===== config.mk =====
export PLATFORM = sky130hd
export DESIGN_NAME = cpsr_core
export DESIGN_NICKNAME = d
export VERILOG_FILES = /design/src/cpsr_pkg.sv /design/src/cpsr_keeper.sv /design/src/cpsr_slew.sv /design/src/cpsr_core.sv
export VERILOG_INCLUDE_DIRS = /design/src
export SDC_FILE = /design/constraint.sdc
export NUM_CORES = 1
export LEC_CHECK = 0
export BUFFER_PORTS_ARGS = -buffer_cell sky130_fd_sc_hd__buf_2
export CAP_MARGIN = 0
export CORE_ASPECT_RATIO = 0.5
export CORE_MARGIN = 5
export CORE_UTILIZATION = 59
export CTS_CLUSTER_SIZE = 24
export DETAILED_ROUTE_END_ITERATION = 12
export MAX_ROUTING_LAYER = met4
export PLACE_DENSITY = 0.79
export SYNTH_ARGS = -nofsm -noshare
export SYNTH_HDL_FRONTEND = slang
export SYNTH_SLANG_ARGS = --single-unit

===== constraint.sdc =====
create_clock -name sys_clk -period 2.45 [get_ports sys_clk]
set_input_delay 0.245 -clock sys_clk [delete_from_list [all_inputs] [get_ports sys_clk]]
set_output_delay 0.245 -clock sys_clk [all_outputs]
set_load 0.005 [all_outputs]

===== src/cpsr_map.svh =====
`ifndef CPSR_MAP_SVH
`define CPSR_MAP_SVH
// core widths
`define CPSR_NUM_REGS 8
`define CPSR_NUM_OUTS 8
`define CPSR_SIG_BITS 160
`define CPSR_SIG_WORDS 5
// register file offsets (word indices)
`define CPSR_ADDR_CONFIG 4'h0
`define CPSR_ADDR_STATUS 4'h1
`define CPSR_ADDR_PRELOAD 4'h2
`define CPSR_ADDR_SLEW 4'h3
`define CPSR_ADDR_READBACK 4'h4
`define CPSR_ADDR_SIG0 4'h8
// config field positions
`define CPSR_CFG_SLEEP_EN 0
`define CPSR_CFG_FUSE 1
// status field positions
`define CPSR_ST_CLEARING 0
`define CPSR_ST_SLEEPING 1
`define CPSR_ST_PRELOAD_OK 2
`define CPSR_ST_REFUSED 3
// reset values
`define CPSR_SLEW_RESET 8'h00
`define CPSR_CONFIG_RESET 2'h0
// power-up clear interval, longest figure in ns, 25 ns clock
`define CPSR_CLEAR_NS 10000
`define CPSR_CLK_NS 25
`define CPSR_CLEAR_CYCLES ((`CPSR_CLEAR_NS + `CPSR_CLK_NS - 1) / `CPSR_CLK_NS)
`endif


===== src/cpsr_pkg.sv =====
package cpsr_pkg;
  // sequencer states, one-hot
  typedef enum logic [2:0] {
    CPSR_CLEAR = 3'h1,
    CPSR_RUN = 3'h2,
    CPSR_SLEEP = 3'h4
  } cpsr_state_t;
endpackage : cpsr_pkg


===== src/cpsr_keeper.sv =====
`timescale 1ns/1ps
// keeper flop: follows the pin one clock late when open, holds the last level when closed
module cpsr_keeper #(
  parameter int WIDTH = 8
) (
  // clock and reset
  input wire logic sys_clk,
  input wire logic reset_n,
  // control
  input wire logic hold,
  // data
  input wire logic [WIDTH-1:0] pin_in,
  output logic [WIDTH-1:0] kept
);
  logic [WIDTH-1:0] next_kept; // next held level

  // block the pin while held
  always_comb begin
    next_kept = hold ? kept : pin_in;
  end

  // register the held level
  always_ff @(posedge sys_clk or negedge reset_n) begin
    if (!reset_n) begin
      kept <= '0;
    end else begin
      kept <= next_kept;
    end
  end
endmodule : cpsr_keeper


===== src/cpsr_slew.sv =====
`timescale 1ns/1ps
// one output pad: holds data and enable, stretches slow edges by one cycle
module cpsr_slew (
  // clock and reset
  input wire logic sys_clk,
  input wire logic reset_n,
  // control
  input wire logic freeze,
  input wire logic fast,
  // core side
  input wire logic data_in,
  input wire logic oe_n_in,
  // pad side
  output logic pad_out,
  output logic pad_oe_n
);
  logic stage; // one-cycle delay for slow edges
  logic next_stage;
  logic next_pad_out;
  logic next_pad_oe_n;

  // a slow output sees its data one cycle late, modelling the edge adder
  always_comb begin
    next_stage = freeze ? stage : data_in;
    next_pad_out = freeze ? pad_out : (fast ? data_in : stage);
    next_pad_oe_n = freeze ? pad_oe_n : oe_n_in;
  end

  // register the pad state; outputs come up low and tri-stated
  always_ff @(posedge sys_clk or negedge reset_n) begin
    if (!reset_n) begin
      stage <= 1'b0;
      pad_out <= 1'b0;
      pad_oe_n <= 1'b1;
    end else begin
      stage <= next_stage;
      pad_out <= next_pad_out;
      pad_oe_n <= next_pad_oe_n;
    end
  end
endmodule : cpsr_slew


===== src/cpsr_core.sv =====
// Decided for this implementation: the plain strobed port and the address map.
`timescale 1ns/1ps
`include "cpsr_map.svh"
// Functional notes
// clear every register low at power-up
// board meets setup before first clock
// clock sources stable during clear interval
// optional sleep pin, high enters power-down
// hold all state and outputs asleep; refused and reg_rdata still move on reads here
// tri-stated outputs stay tri-stated asleep
// ignore inputs asleep, keepers hold pins
// sleep pin not used as logic input
// each register forcible to one or zero
// preload entry by elevated pin level
// per-output slew bit, slow by default
// fuse blocks readback and preload, not signature
// fuse programmed as last step
// sleep pin low resumes from retained state
module cpsr_core (
  // clock and reset
  input wire logic sys_clk,
  input wire logic reset_n,
  // sleep request
  input wire logic sleep_request_pin,
  // user logic inputs
  input wire logic [`CPSR_NUM_REGS-1:0] user_in,
  input wire logic [`CPSR_NUM_OUTS-1:0] user_oe_n,
  // preload entry level detected on the designated pin
  input wire logic preload_entry,
  // register port
  input wire logic [3:0] reg_addr,
  input wire logic [31:0] reg_wdata,
  input wire logic reg_write,
  input wire logic reg_read,
  output logic [31:0] reg_rdata,
  // pads
  output logic [`CPSR_NUM_OUTS-1:0] pad_out,
  output logic [`CPSR_NUM_OUTS-1:0] pad_oe_n,
  // status
  output logic sleeping
);
  // state held across sleep: the flops below freeze while hold is high, except refused and reg_rdata, which reads still move
  cpsr_pkg::cpsr_state_t state; // sequencer state
  cpsr_pkg::cpsr_state_t next_state;
  logic [13:0] clear_count; // counts the clear interval
  logic [13:0] next_clear_count;
  logic [1:0] config_bits; // sleep enable and fuse
  logic [1:0] next_config_bits;
  logic [`CPSR_NUM_OUTS-1:0] slew_fast; // 1 = fast edge
  logic [`CPSR_NUM_OUTS-1:0] next_slew_fast;
  logic [`CPSR_NUM_REGS-1:0] macro_regs; // user macrocell registers
  logic [`CPSR_NUM_REGS-1:0] next_macro_regs;
  logic refused; // sticky: a blocked access happened
  logic next_refused;
  logic [31:0] next_reg_rdata;
  logic [`CPSR_NUM_REGS-1:0] kept_in; // inputs after the keepers
  logic [`CPSR_NUM_OUTS-1:0] kept_oe_n;
  logic [`CPSR_SIG_BITS-1:0] signature; // user signature, writable until fused
  logic [`CPSR_SIG_BITS-1:0] next_signature;
  logic hold; // freeze everything but refused and reg_rdata
  logic fuse; // security fuse programmed
  logic preload_ok; // preload allowed now
  logic sig_hit; // address falls in the signature window
  logic [2:0] sig_idx;

  // the fuse is a plain flop here; once set only a reset clears it
  assign fuse = config_bits[`CPSR_CFG_FUSE];
  // the sleep pin only steers the sequencer, never the logic array
  // hold comes from the state flop, not the pin, so a glitch on the
  // pin cannot freeze half of the block for one cycle
  assign hold = (state == cpsr_pkg::CPSR_SLEEP);
  assign sleeping = hold;
  assign preload_ok = preload_entry && !fuse && (state == cpsr_pkg::CPSR_RUN);
  assign sig_hit = (reg_addr >= `CPSR_ADDR_SIG0) && (reg_addr < (`CPSR_ADDR_SIG0 + 4'(`CPSR_SIG_WORDS)));
  assign sig_idx = 3'(reg_addr - `CPSR_ADDR_SIG0);

  // keepers on inputs and enables; closed while asleep
  // every input pays one cycle of latency for this, traded for a clean freeze:
  // nothing that moves on a pin after sleep begins can reach a macrocell
  cpsr_keeper #(.WIDTH(`CPSR_NUM_REGS)) u_keep_in (
    .sys_clk(sys_clk),
    .reset_n(reset_n),
    .hold(hold),
    .pin_in(user_in),
    .kept(kept_in)
  );
  cpsr_keeper #(.WIDTH(`CPSR_NUM_OUTS)) u_keep_oe (
    .sys_clk(sys_clk),
    .reset_n(reset_n),
    .hold(hold),
    .pin_in(user_oe_n),
    .kept(kept_oe_n)
  );

  // one pad per output, each with its own slew bit
  // a slow pad lags its fast twin by exactly one clock
  genvar gi;
  generate
    for (gi = 0; gi < `CPSR_NUM_OUTS; gi++) begin : g_pad
      cpsr_slew u_slew (
        .sys_clk(sys_clk),
        .reset_n(reset_n),
        .freeze(hold),
        .fast(slew_fast[gi]),
        .data_in(macro_regs[gi]),
        .oe_n_in(kept_oe_n[gi]),
        .pad_out(pad_out[gi]),
        .pad_oe_n(pad_oe_n[gi])
      );
    end
  endgenerate

  // sequencer: clear interval, run, sleep
  always_comb begin
    next_state = state;
    next_clear_count = clear_count;
    case (state)
      cpsr_pkg::CPSR_CLEAR: begin
        // hold everything low for the whole interval
        // the count starts at zero, so the last clear cycle is one short of the total
        if (clear_count == 14'(`CPSR_CLEAR_CYCLES - 1)) begin
          next_state = cpsr_pkg::CPSR_RUN;
        end else begin
          next_clear_count = clear_count + 14'h0001;
        end
      end
      cpsr_pkg::CPSR_RUN: begin
        // the pin only counts when the mode is enabled
        // a request while the mode is off is dropped, not remembered
        if (config_bits[`CPSR_CFG_SLEEP_EN] && sleep_request_pin) begin
          next_state = cpsr_pkg::CPSR_SLEEP;
        end
      end
      cpsr_pkg::CPSR_SLEEP: begin
        // wake needs only the pin; configuration cannot change while asleep
        if (!sleep_request_pin) begin
          next_state = cpsr_pkg::CPSR_RUN;
        end
      end
      default: begin
        next_state = cpsr_pkg::CPSR_CLEAR;
      end
    endcase
  end

  // register the sequencer
  always_ff @(posedge sys_clk or negedge reset_n) begin
    if (!reset_n) begin
      state <= cpsr_pkg::CPSR_CLEAR;
      clear_count <= 14'h0000;
    end else begin
      state <= next_state;
      clear_count <= next_clear_count;
    end
  end

  // macrocells, configuration and register port
  // writes are dropped while asleep, reads still answer so software can
  // see the sleeping flag; a refused preload or blocked readback only marks the sticky flag
  always_comb begin
    next_macro_regs = macro_regs;
    next_config_bits = config_bits;
    next_slew_fast = slew_fast;
    next_refused = refused;
    next_signature = signature;
    next_reg_rdata = 32'h0000_0000;
    if (state == cpsr_pkg::CPSR_RUN) begin
      // normal operation: registers capture the kept inputs
      next_macro_regs = kept_in;
    end
    // asleep, writes are dropped: registers and config are frozen
    if (reg_write && !hold) begin
      case (reg_addr)
        `CPSR_ADDR_CONFIG: begin
          // the fuse can be set but never cleared
          next_config_bits[`CPSR_CFG_SLEEP_EN] = reg_wdata[`CPSR_CFG_SLEEP_EN];
          next_config_bits[`CPSR_CFG_FUSE] = fuse | reg_wdata[`CPSR_CFG_FUSE];
        end
        `CPSR_ADDR_SLEW: begin
          // one bit per pad; zero keeps the slow default
          next_slew_fast = reg_wdata[`CPSR_NUM_OUTS-1:0];
        end
        `CPSR_ADDR_PRELOAD: begin
          // without the entry level, after fusing or during the clear interval the write is refused
          if (preload_ok) begin
            // preload wins over the normal capture
            next_macro_regs = reg_wdata[`CPSR_NUM_REGS-1:0];
          end else begin
            next_refused = 1'b1;
          end
        end
        default: begin
          // signature words can be rewritten until the fuse is set
          if (sig_hit && !fuse) begin
            next_signature[sig_idx*32 +: 32] = reg_wdata;
          end
        end
      endcase
    end
    if (reg_read) begin
      case (reg_addr)
        `CPSR_ADDR_CONFIG: next_reg_rdata = {30'h0, config_bits};
        `CPSR_ADDR_STATUS: begin
          next_reg_rdata = {28'h0, refused, preload_ok, hold, state == cpsr_pkg::CPSR_CLEAR};
          // clears on read; a refusal only comes through this port, and the
          // port carries one address per cycle, so a set never meets this clear
          next_refused = 1'b0;
        end
        `CPSR_ADDR_SLEW: next_reg_rdata = {24'h0, slew_fast};
        `CPSR_ADDR_READBACK: begin
          // the refused flag is the only trace of a blocked readback
          if (fuse) begin
            next_refused = 1'b1;
          end else begin
            next_reg_rdata = {24'h0, macro_regs};
          end
        end
        default: begin
          if (sig_hit) begin
            // signature stays readable after fusing
            next_reg_rdata = signature[sig_idx*32 +: 32];
          end
        end
      endcase
    end
  end

  // register file; everything comes up low
  // the signature lives in flops here, so it resets with everything else
  always_ff @(posedge sys_clk or negedge reset_n) begin
    if (!reset_n) begin
      macro_regs <= '0;
      config_bits <= `CPSR_CONFIG_RESET;
      slew_fast <= `CPSR_SLEW_RESET;
      refused <= 1'b0;
      signature <= '0;
      reg_rdata <= 32'h0000_0000;
    end else begin
      macro_regs <= next_macro_regs;
      config_bits <= next_config_bits;
      slew_fast <= next_slew_fast;
      refused <= next_refused;
      signature <= next_signature;
      reg_rdata <= next_reg_rdata;
    end
  end

  // the checks below watch only what this block drives; the sleep pin and
  // the register port are stimulus and appear in antecedents only, save reg_wdata in a_preload_set

  // registers stay low through the clear interval
  a_clear_low: assert property (@(posedge sys_clk) disable iff (!reset_n)
    (state == cpsr_pkg::CPSR_CLEAR) |-> (macro_regs == '0)) else $error("register moved during clear");
  // the clear interval ends on its last count
  a_clear_end: assert property (@(posedge sys_clk) disable iff (!reset_n)
    (state == cpsr_pkg::CPSR_CLEAR && clear_count == 14'(`CPSR_CLEAR_CYCLES - 1))
    |=> (state == cpsr_pkg::CPSR_RUN)) else $error("clear did not end");
  // and not one cycle earlier
  a_clear_stay: assert property (@(posedge sys_clk) disable iff (!reset_n)
    (state == cpsr_pkg::CPSR_CLEAR && clear_count != 14'(`CPSR_CLEAR_CYCLES - 1))
    |=> (state == cpsr_pkg::CPSR_CLEAR)) else $error("clear ended early");
  // sleep entry one cycle after enabled request
  a_sleep_entry: assert property (@(posedge sys_clk) disable iff (!reset_n)
    (state == cpsr_pkg::CPSR_RUN && config_bits[`CPSR_CFG_SLEEP_EN] && sleep_request_pin) |=> hold)
    else $error("no sleep");
  // disabled mode never sleeps
  a_sleep_gated: assert property (@(posedge sys_clk) disable iff (!reset_n)
    (state == cpsr_pkg::CPSR_RUN && !config_bits[`CPSR_CFG_SLEEP_EN]) |=> !hold)
    else $error("slept while disabled");
  // the status word reports the sleeping flag
  a_status_sleep: assert property (@(posedge sys_clk) disable iff (!reset_n)
    (reg_read && reg_addr == `CPSR_ADDR_STATUS) |=> (reg_rdata[`CPSR_ST_SLEEPING] == $past(hold)))
    else $error("status sleep flag wrong");
  // state frozen while asleep
  a_hold_state: assert property (@(posedge sys_clk) disable iff (!reset_n)
    (hold && $past(hold)) |-> $stable(macro_regs) && $stable(pad_out)) else $error("state moved asleep");
  // enables frozen while asleep
  a_hold_oe: assert property (@(posedge sys_clk) disable iff (!reset_n)
    (hold && $past(hold)) |-> $stable(pad_oe_n)) else $error("enable moved asleep");
  // input keeper closed asleep
  a_keep_in: assert property (@(posedge sys_clk) disable iff (!reset_n)
    (hold && $past(hold)) |-> $stable(kept_in)) else $error("input passed asleep");
  // writes are dropped while asleep
  a_sleep_write: assert property (@(posedge sys_clk) disable iff (!reset_n)
    (hold && reg_write) |=> $stable(config_bits) && $stable(slew_fast) && $stable(signature))
    else $error("write landed asleep");
  // preload forces the value
  a_preload_set: assert property (@(posedge sys_clk) disable iff (!reset_n)
    (reg_write && reg_addr == `CPSR_ADDR_PRELOAD && preload_ok) |=> macro_regs == $past(reg_wdata[7:0]))
    else $error("preload");
  // a fused preload is refused and flagged
  a_fused_preload: assert property (@(posedge sys_clk) disable iff (!reset_n)
    (reg_write && !hold && reg_addr == `CPSR_ADDR_PRELOAD && fuse) |=> refused)
    else $error("fused preload not flagged");
  // fused readback returns zero
  a_fuse_read: assert property (@(posedge sys_clk) disable iff (!reset_n)
    (reg_read && reg_addr == `CPSR_ADDR_READBACK && fuse) |=> reg_rdata == 32'h0) else $error("readback leaked");
  // the fuse never clears once set
  a_fuse_sticky: assert property (@(posedge sys_clk) disable iff (!reset_n)
    fuse |=> fuse) else $error("fuse cleared");
  // wake within one cycle of pin low
  a_wake: assert property (@(posedge sys_clk) disable iff (!reset_n)
    (hold && !sleep_request_pin) |=> !hold) else $error("no wake");
  // waking resumes from the retained registers
  a_wake_resume: assert property (@(posedge sys_clk) disable iff (!reset_n)
    (hold && !sleep_request_pin) |=> $stable(macro_regs)) else $error("registers lost on wake");
endmodule : cpsr_core


==> key figures <==
Pwr
  • Cell leakage power: 6.50 nW
  • Cell internal pwr: roughly 8 mW
  • Clk network pwr share: 0.379
  • Maximum VDD drop: 571 µV
  • Total power: 10.6 mW
  • Logic pwr share: 0.123
  • Pwr Density: approximately 760 nW/µm²
  • Flop pwr share: 0.497
  • Sw Ratio: 0.243
  • Psw: 2.58 mW

Global routing
  • Vias in the first global route: 8365
  • GRT Total Usage: 0.252
  • Largest net degree at the start of global routing: 83
  • Initial antenna violation count: 0
  • Grt ovf: 0
  • First-pass GRT wire length: between 40 and 50 mm

Route
  • DRC viols: 0
  • DR pass1 iterations: 5
  • Via density: 6.09
  • DR WL/cell: 21.4 µm
  • DRT iter0 DRCs: 544
  • Routed Antenna Nets: 0
  • Final WL: 27.2 mm
  • Vias: 7742

Critical path
  • R2r setup slk: 0.19 ns
  • Slowest cell on crit path: dfstp_2
  • Arrival @ worst endpoint: about 2.7 ns
  • Worst path cell trace: nor3b_4 > nor4b_1 > and4_2 > buf_4 > mux2_2
  • RR Endpoint: signature[2]$_DFFE_PN0P_
  • Critical R2R Launch: state[0]$_DFFE_PN1P_
  • Crit path largest cell delay: 0.60 ns
  • Worst setup SP type: flip-flop
  • Critical path endpoint: signature[2]$_DFFE_PN0P_
  • Setup CP Type: flip-flop to flip-flop
  • CP Data Required Time: 2.86 ns
  • Crit. Startpoint: state[0]$_DFFE_PN1P_
  • Critical Path Fanout Max: 10
  • Crit end category: flip-flop
  • R2R depth: 5

STA
  • Peak Freq: 0.442 GHz
  • Setup Skew: between 0.015 and 0.02 ns
  • Tmin final: 2.26 ns
  • Final hold violation count: 0
  • RSZ-0062 raised after global routing: no
  • Final Setup Violations: 0
  • Max Slew Vio Count: 0
  • Worst slew pin tran: approximately 0.65 ns
  • Tcrit/Tclk final: 0.924
  • Slew headroom: 0.562
  • Setup TNS: 0 ns
  • Setup ws final: 0.187 ns

Placed design
  • Pre-CTS setup slack: -0.0143 ns
  • PortBufs: around 110
  • HPWL after DPL: 17.0 mm
  • Placer Congestion: 0.860
  • Area after DPL: 12600 µm²

Cells and area
  • Design area: 13900 µm²
  • Layout Nets: between 1k and 1.5k
  • Register area: ~6700 µm²
  • Layout area overhead: 19.2%
  • Leading cell types in the layout, fill and taps excluded: 259 x dfrtp_1, 105 x buf_2, 93 x a22o_1
  • Layout fillers: 1320
  • Most common cell after layout, fill and taps aside: dfrtp_1
  • Util after Layout: 0.714
  • Antenna cells: 0
  • Area of the multi-input gates: around 4600 µm²
  • Share of cells above drive strength 1: 0.348

Run status
  • Status: complete, no violations

Synthesis
  • Seq/Total Area, Yosys: 0.578
  • Synth warn: 0
  • Post-synthesis cell count: 842
  • Ys async rst share: 1.00
  • Synth Cell Area: 11600 µm²
  • Unique masters post-synth: 59
  • Mapped Avg Cell Area: 13.8 µm²
  • FF+latch count, synth: 268
  • Top cells by area, synth: dfrtp_1 56%, mux2_2 7.6%, a22o_1 7.0%
  • Top-area cell type share of the netlist area: 0.557
  • Syn nets: 906
  • Synth area leader: dfrtp_1
  • Post-synth EDFFs: 0
  • Ys flop type: dfrtp_1

CTS
  • Num CTS Buffers: 24
  • Clk root buf: clkbuf_16
  • Postcts setup bufs: 0
  • Clock buffer depth: 3
  • Clock Sinks: 268
  • CTS tree: built
  • Clk slew on worst S/H paths: 0.07 ns
  • # H-tree levels: 1
  • Clk Latency, worst-skew pair: 0.54 ns

Floorplan
  • Ports: 107
  • Die Wd: 209 µm
  • Die Footprint: 22800 µm²
  • Initial core utilization: 0.599
  • Die Y-Extent: 109 µm
  • # rows: 36
  • Core Area: 19400 µm²

Job
  • Max Cap Violations: 0

Worst hold path
  • Worst hold-check path type: input port to flip-flop
[sequential cells by signal, summed over array words and instances, names as in the netlist]
register and flops:
macro_regs 8, g_pad.u_slew.pad_out 8, u_keep_in.kept 8, u_keep_oe.kept 8, reg_rdata 32, clear_count 14, slew_fast 8, config_bits 2
signature 160, state 3, g_pad.u_slew.pad_oe_n 8, refused 1, g_pad.u_slew.stage 8
[logic make-up after synthesis]
logic type               after synthesis  share of synthesized area
multiplexers                         165                      0.189
flip-flops                           268                      0.578
buffers and inverters                 75                     0.0355
AO/OA/AOI/OAI                        177                      0.120
AND/OR/NAND/NOR                      139                     0.0622
adder cells (fa/ha/maj)                6                    0.00645
XOR/XNOR                              12                    0.00904
[synthesized netlist by cell type (all sizes together), types with 5 or more instances]
cell and number:
a21oi 14, a22o 93, a22oi 29, buf 29, clkbuf 42, dfrtp 259
dfstp 9, ha 6, mux2 109, mux2i 32, mux4 24, nand2 24
nand2b 5, nand3 7, nand3b 5, nand4 11, nor2 50, nor2b 5
nor3 8, nor3b 6, o21ai 16, xnor2 11
[critical path, delay by kind of cell (launching register included)]
kind,cells,cell delay (ns)
buf+inv,1,0.24
simple gates,3,0.94
flops,1,0.60
mux,1,0.36
[final cells by class]
cell class / count / area share
flip-flops and latches: 268 / 0.485
multi-input cells: 499 / 0.329
repair buffers: 193 / 0.0999
clock buffers: 36 / 0.0523
well taps: 266 / 0.0240
clock inverters: 6 / 0.00857
inverters: 4 / 0.00162
[routing by layer]
layer	vias up	part of all wire	global-route usage	routed length, µm
met3	37	0.054	0.0494	1470
met5	-	0	-	0
met1	4050	0.44	0.331	12000
met2	232	0.49	0.417	13300
met4	0	0.015	0.0600	421
li1	3423	-	-	-
[worst min-delay path by stage]
stage,startpoint,end,slack [ns],cells after the start
2_1_floorplan,reset_n,clear_count[0]$_DFFE_PN0P_,-0.05,0
3_3_place_gp,reset_n,u_keep_oe.kept[0]$_DFFE_PN0N_,0.28,1
3_5_place_dp,reset_n,clear_count[12]$_DFFE_PN0P_,0.29,1
4_1_cts,reg_wdata[28],signature[92]$_DFFE_PN0P_,0.01,2
5_1_grt,reg_wdata[28],signature[92]$_DFFE_PN0P_,0.01,2
6_report,reg_wdata[28],signature[60]$_DFFE_PN0P_,0.02,2
[power by group through the flow]
stage | Sequential, mW | Clock (mW) | Combinational, mW
floorplan | 5.22 | 0 | 0.894
global placement | 5.29 | 0 | 1.20
detailed placement | 5.32 | 0 | 1.26
CTS | 5.26 | 4.06 | 1.31
global route | 5.32 | 4.26 | 1.43
finish | 5.27 | 4.02 | 1.31
[stage by stage]
step	std cells	hold WS, ns
after CTS	1272	0.0100
after detailed placement	1190	0.288
after global routing	1272	0.0142
after floorplan	842	-0.0506
final	1272	0.0188
after global placement	1190	0.281
[what timing repair did]
action | 4_1_cts | 5_1_grt
hold endpoints to repair | 153 | 0
hold buffers | 40 | 0
resized for setup | 0 | 1
endpoints found under the setup margin | 0 | 1
No activity file was read; power rests on OpenSTA's default activity.
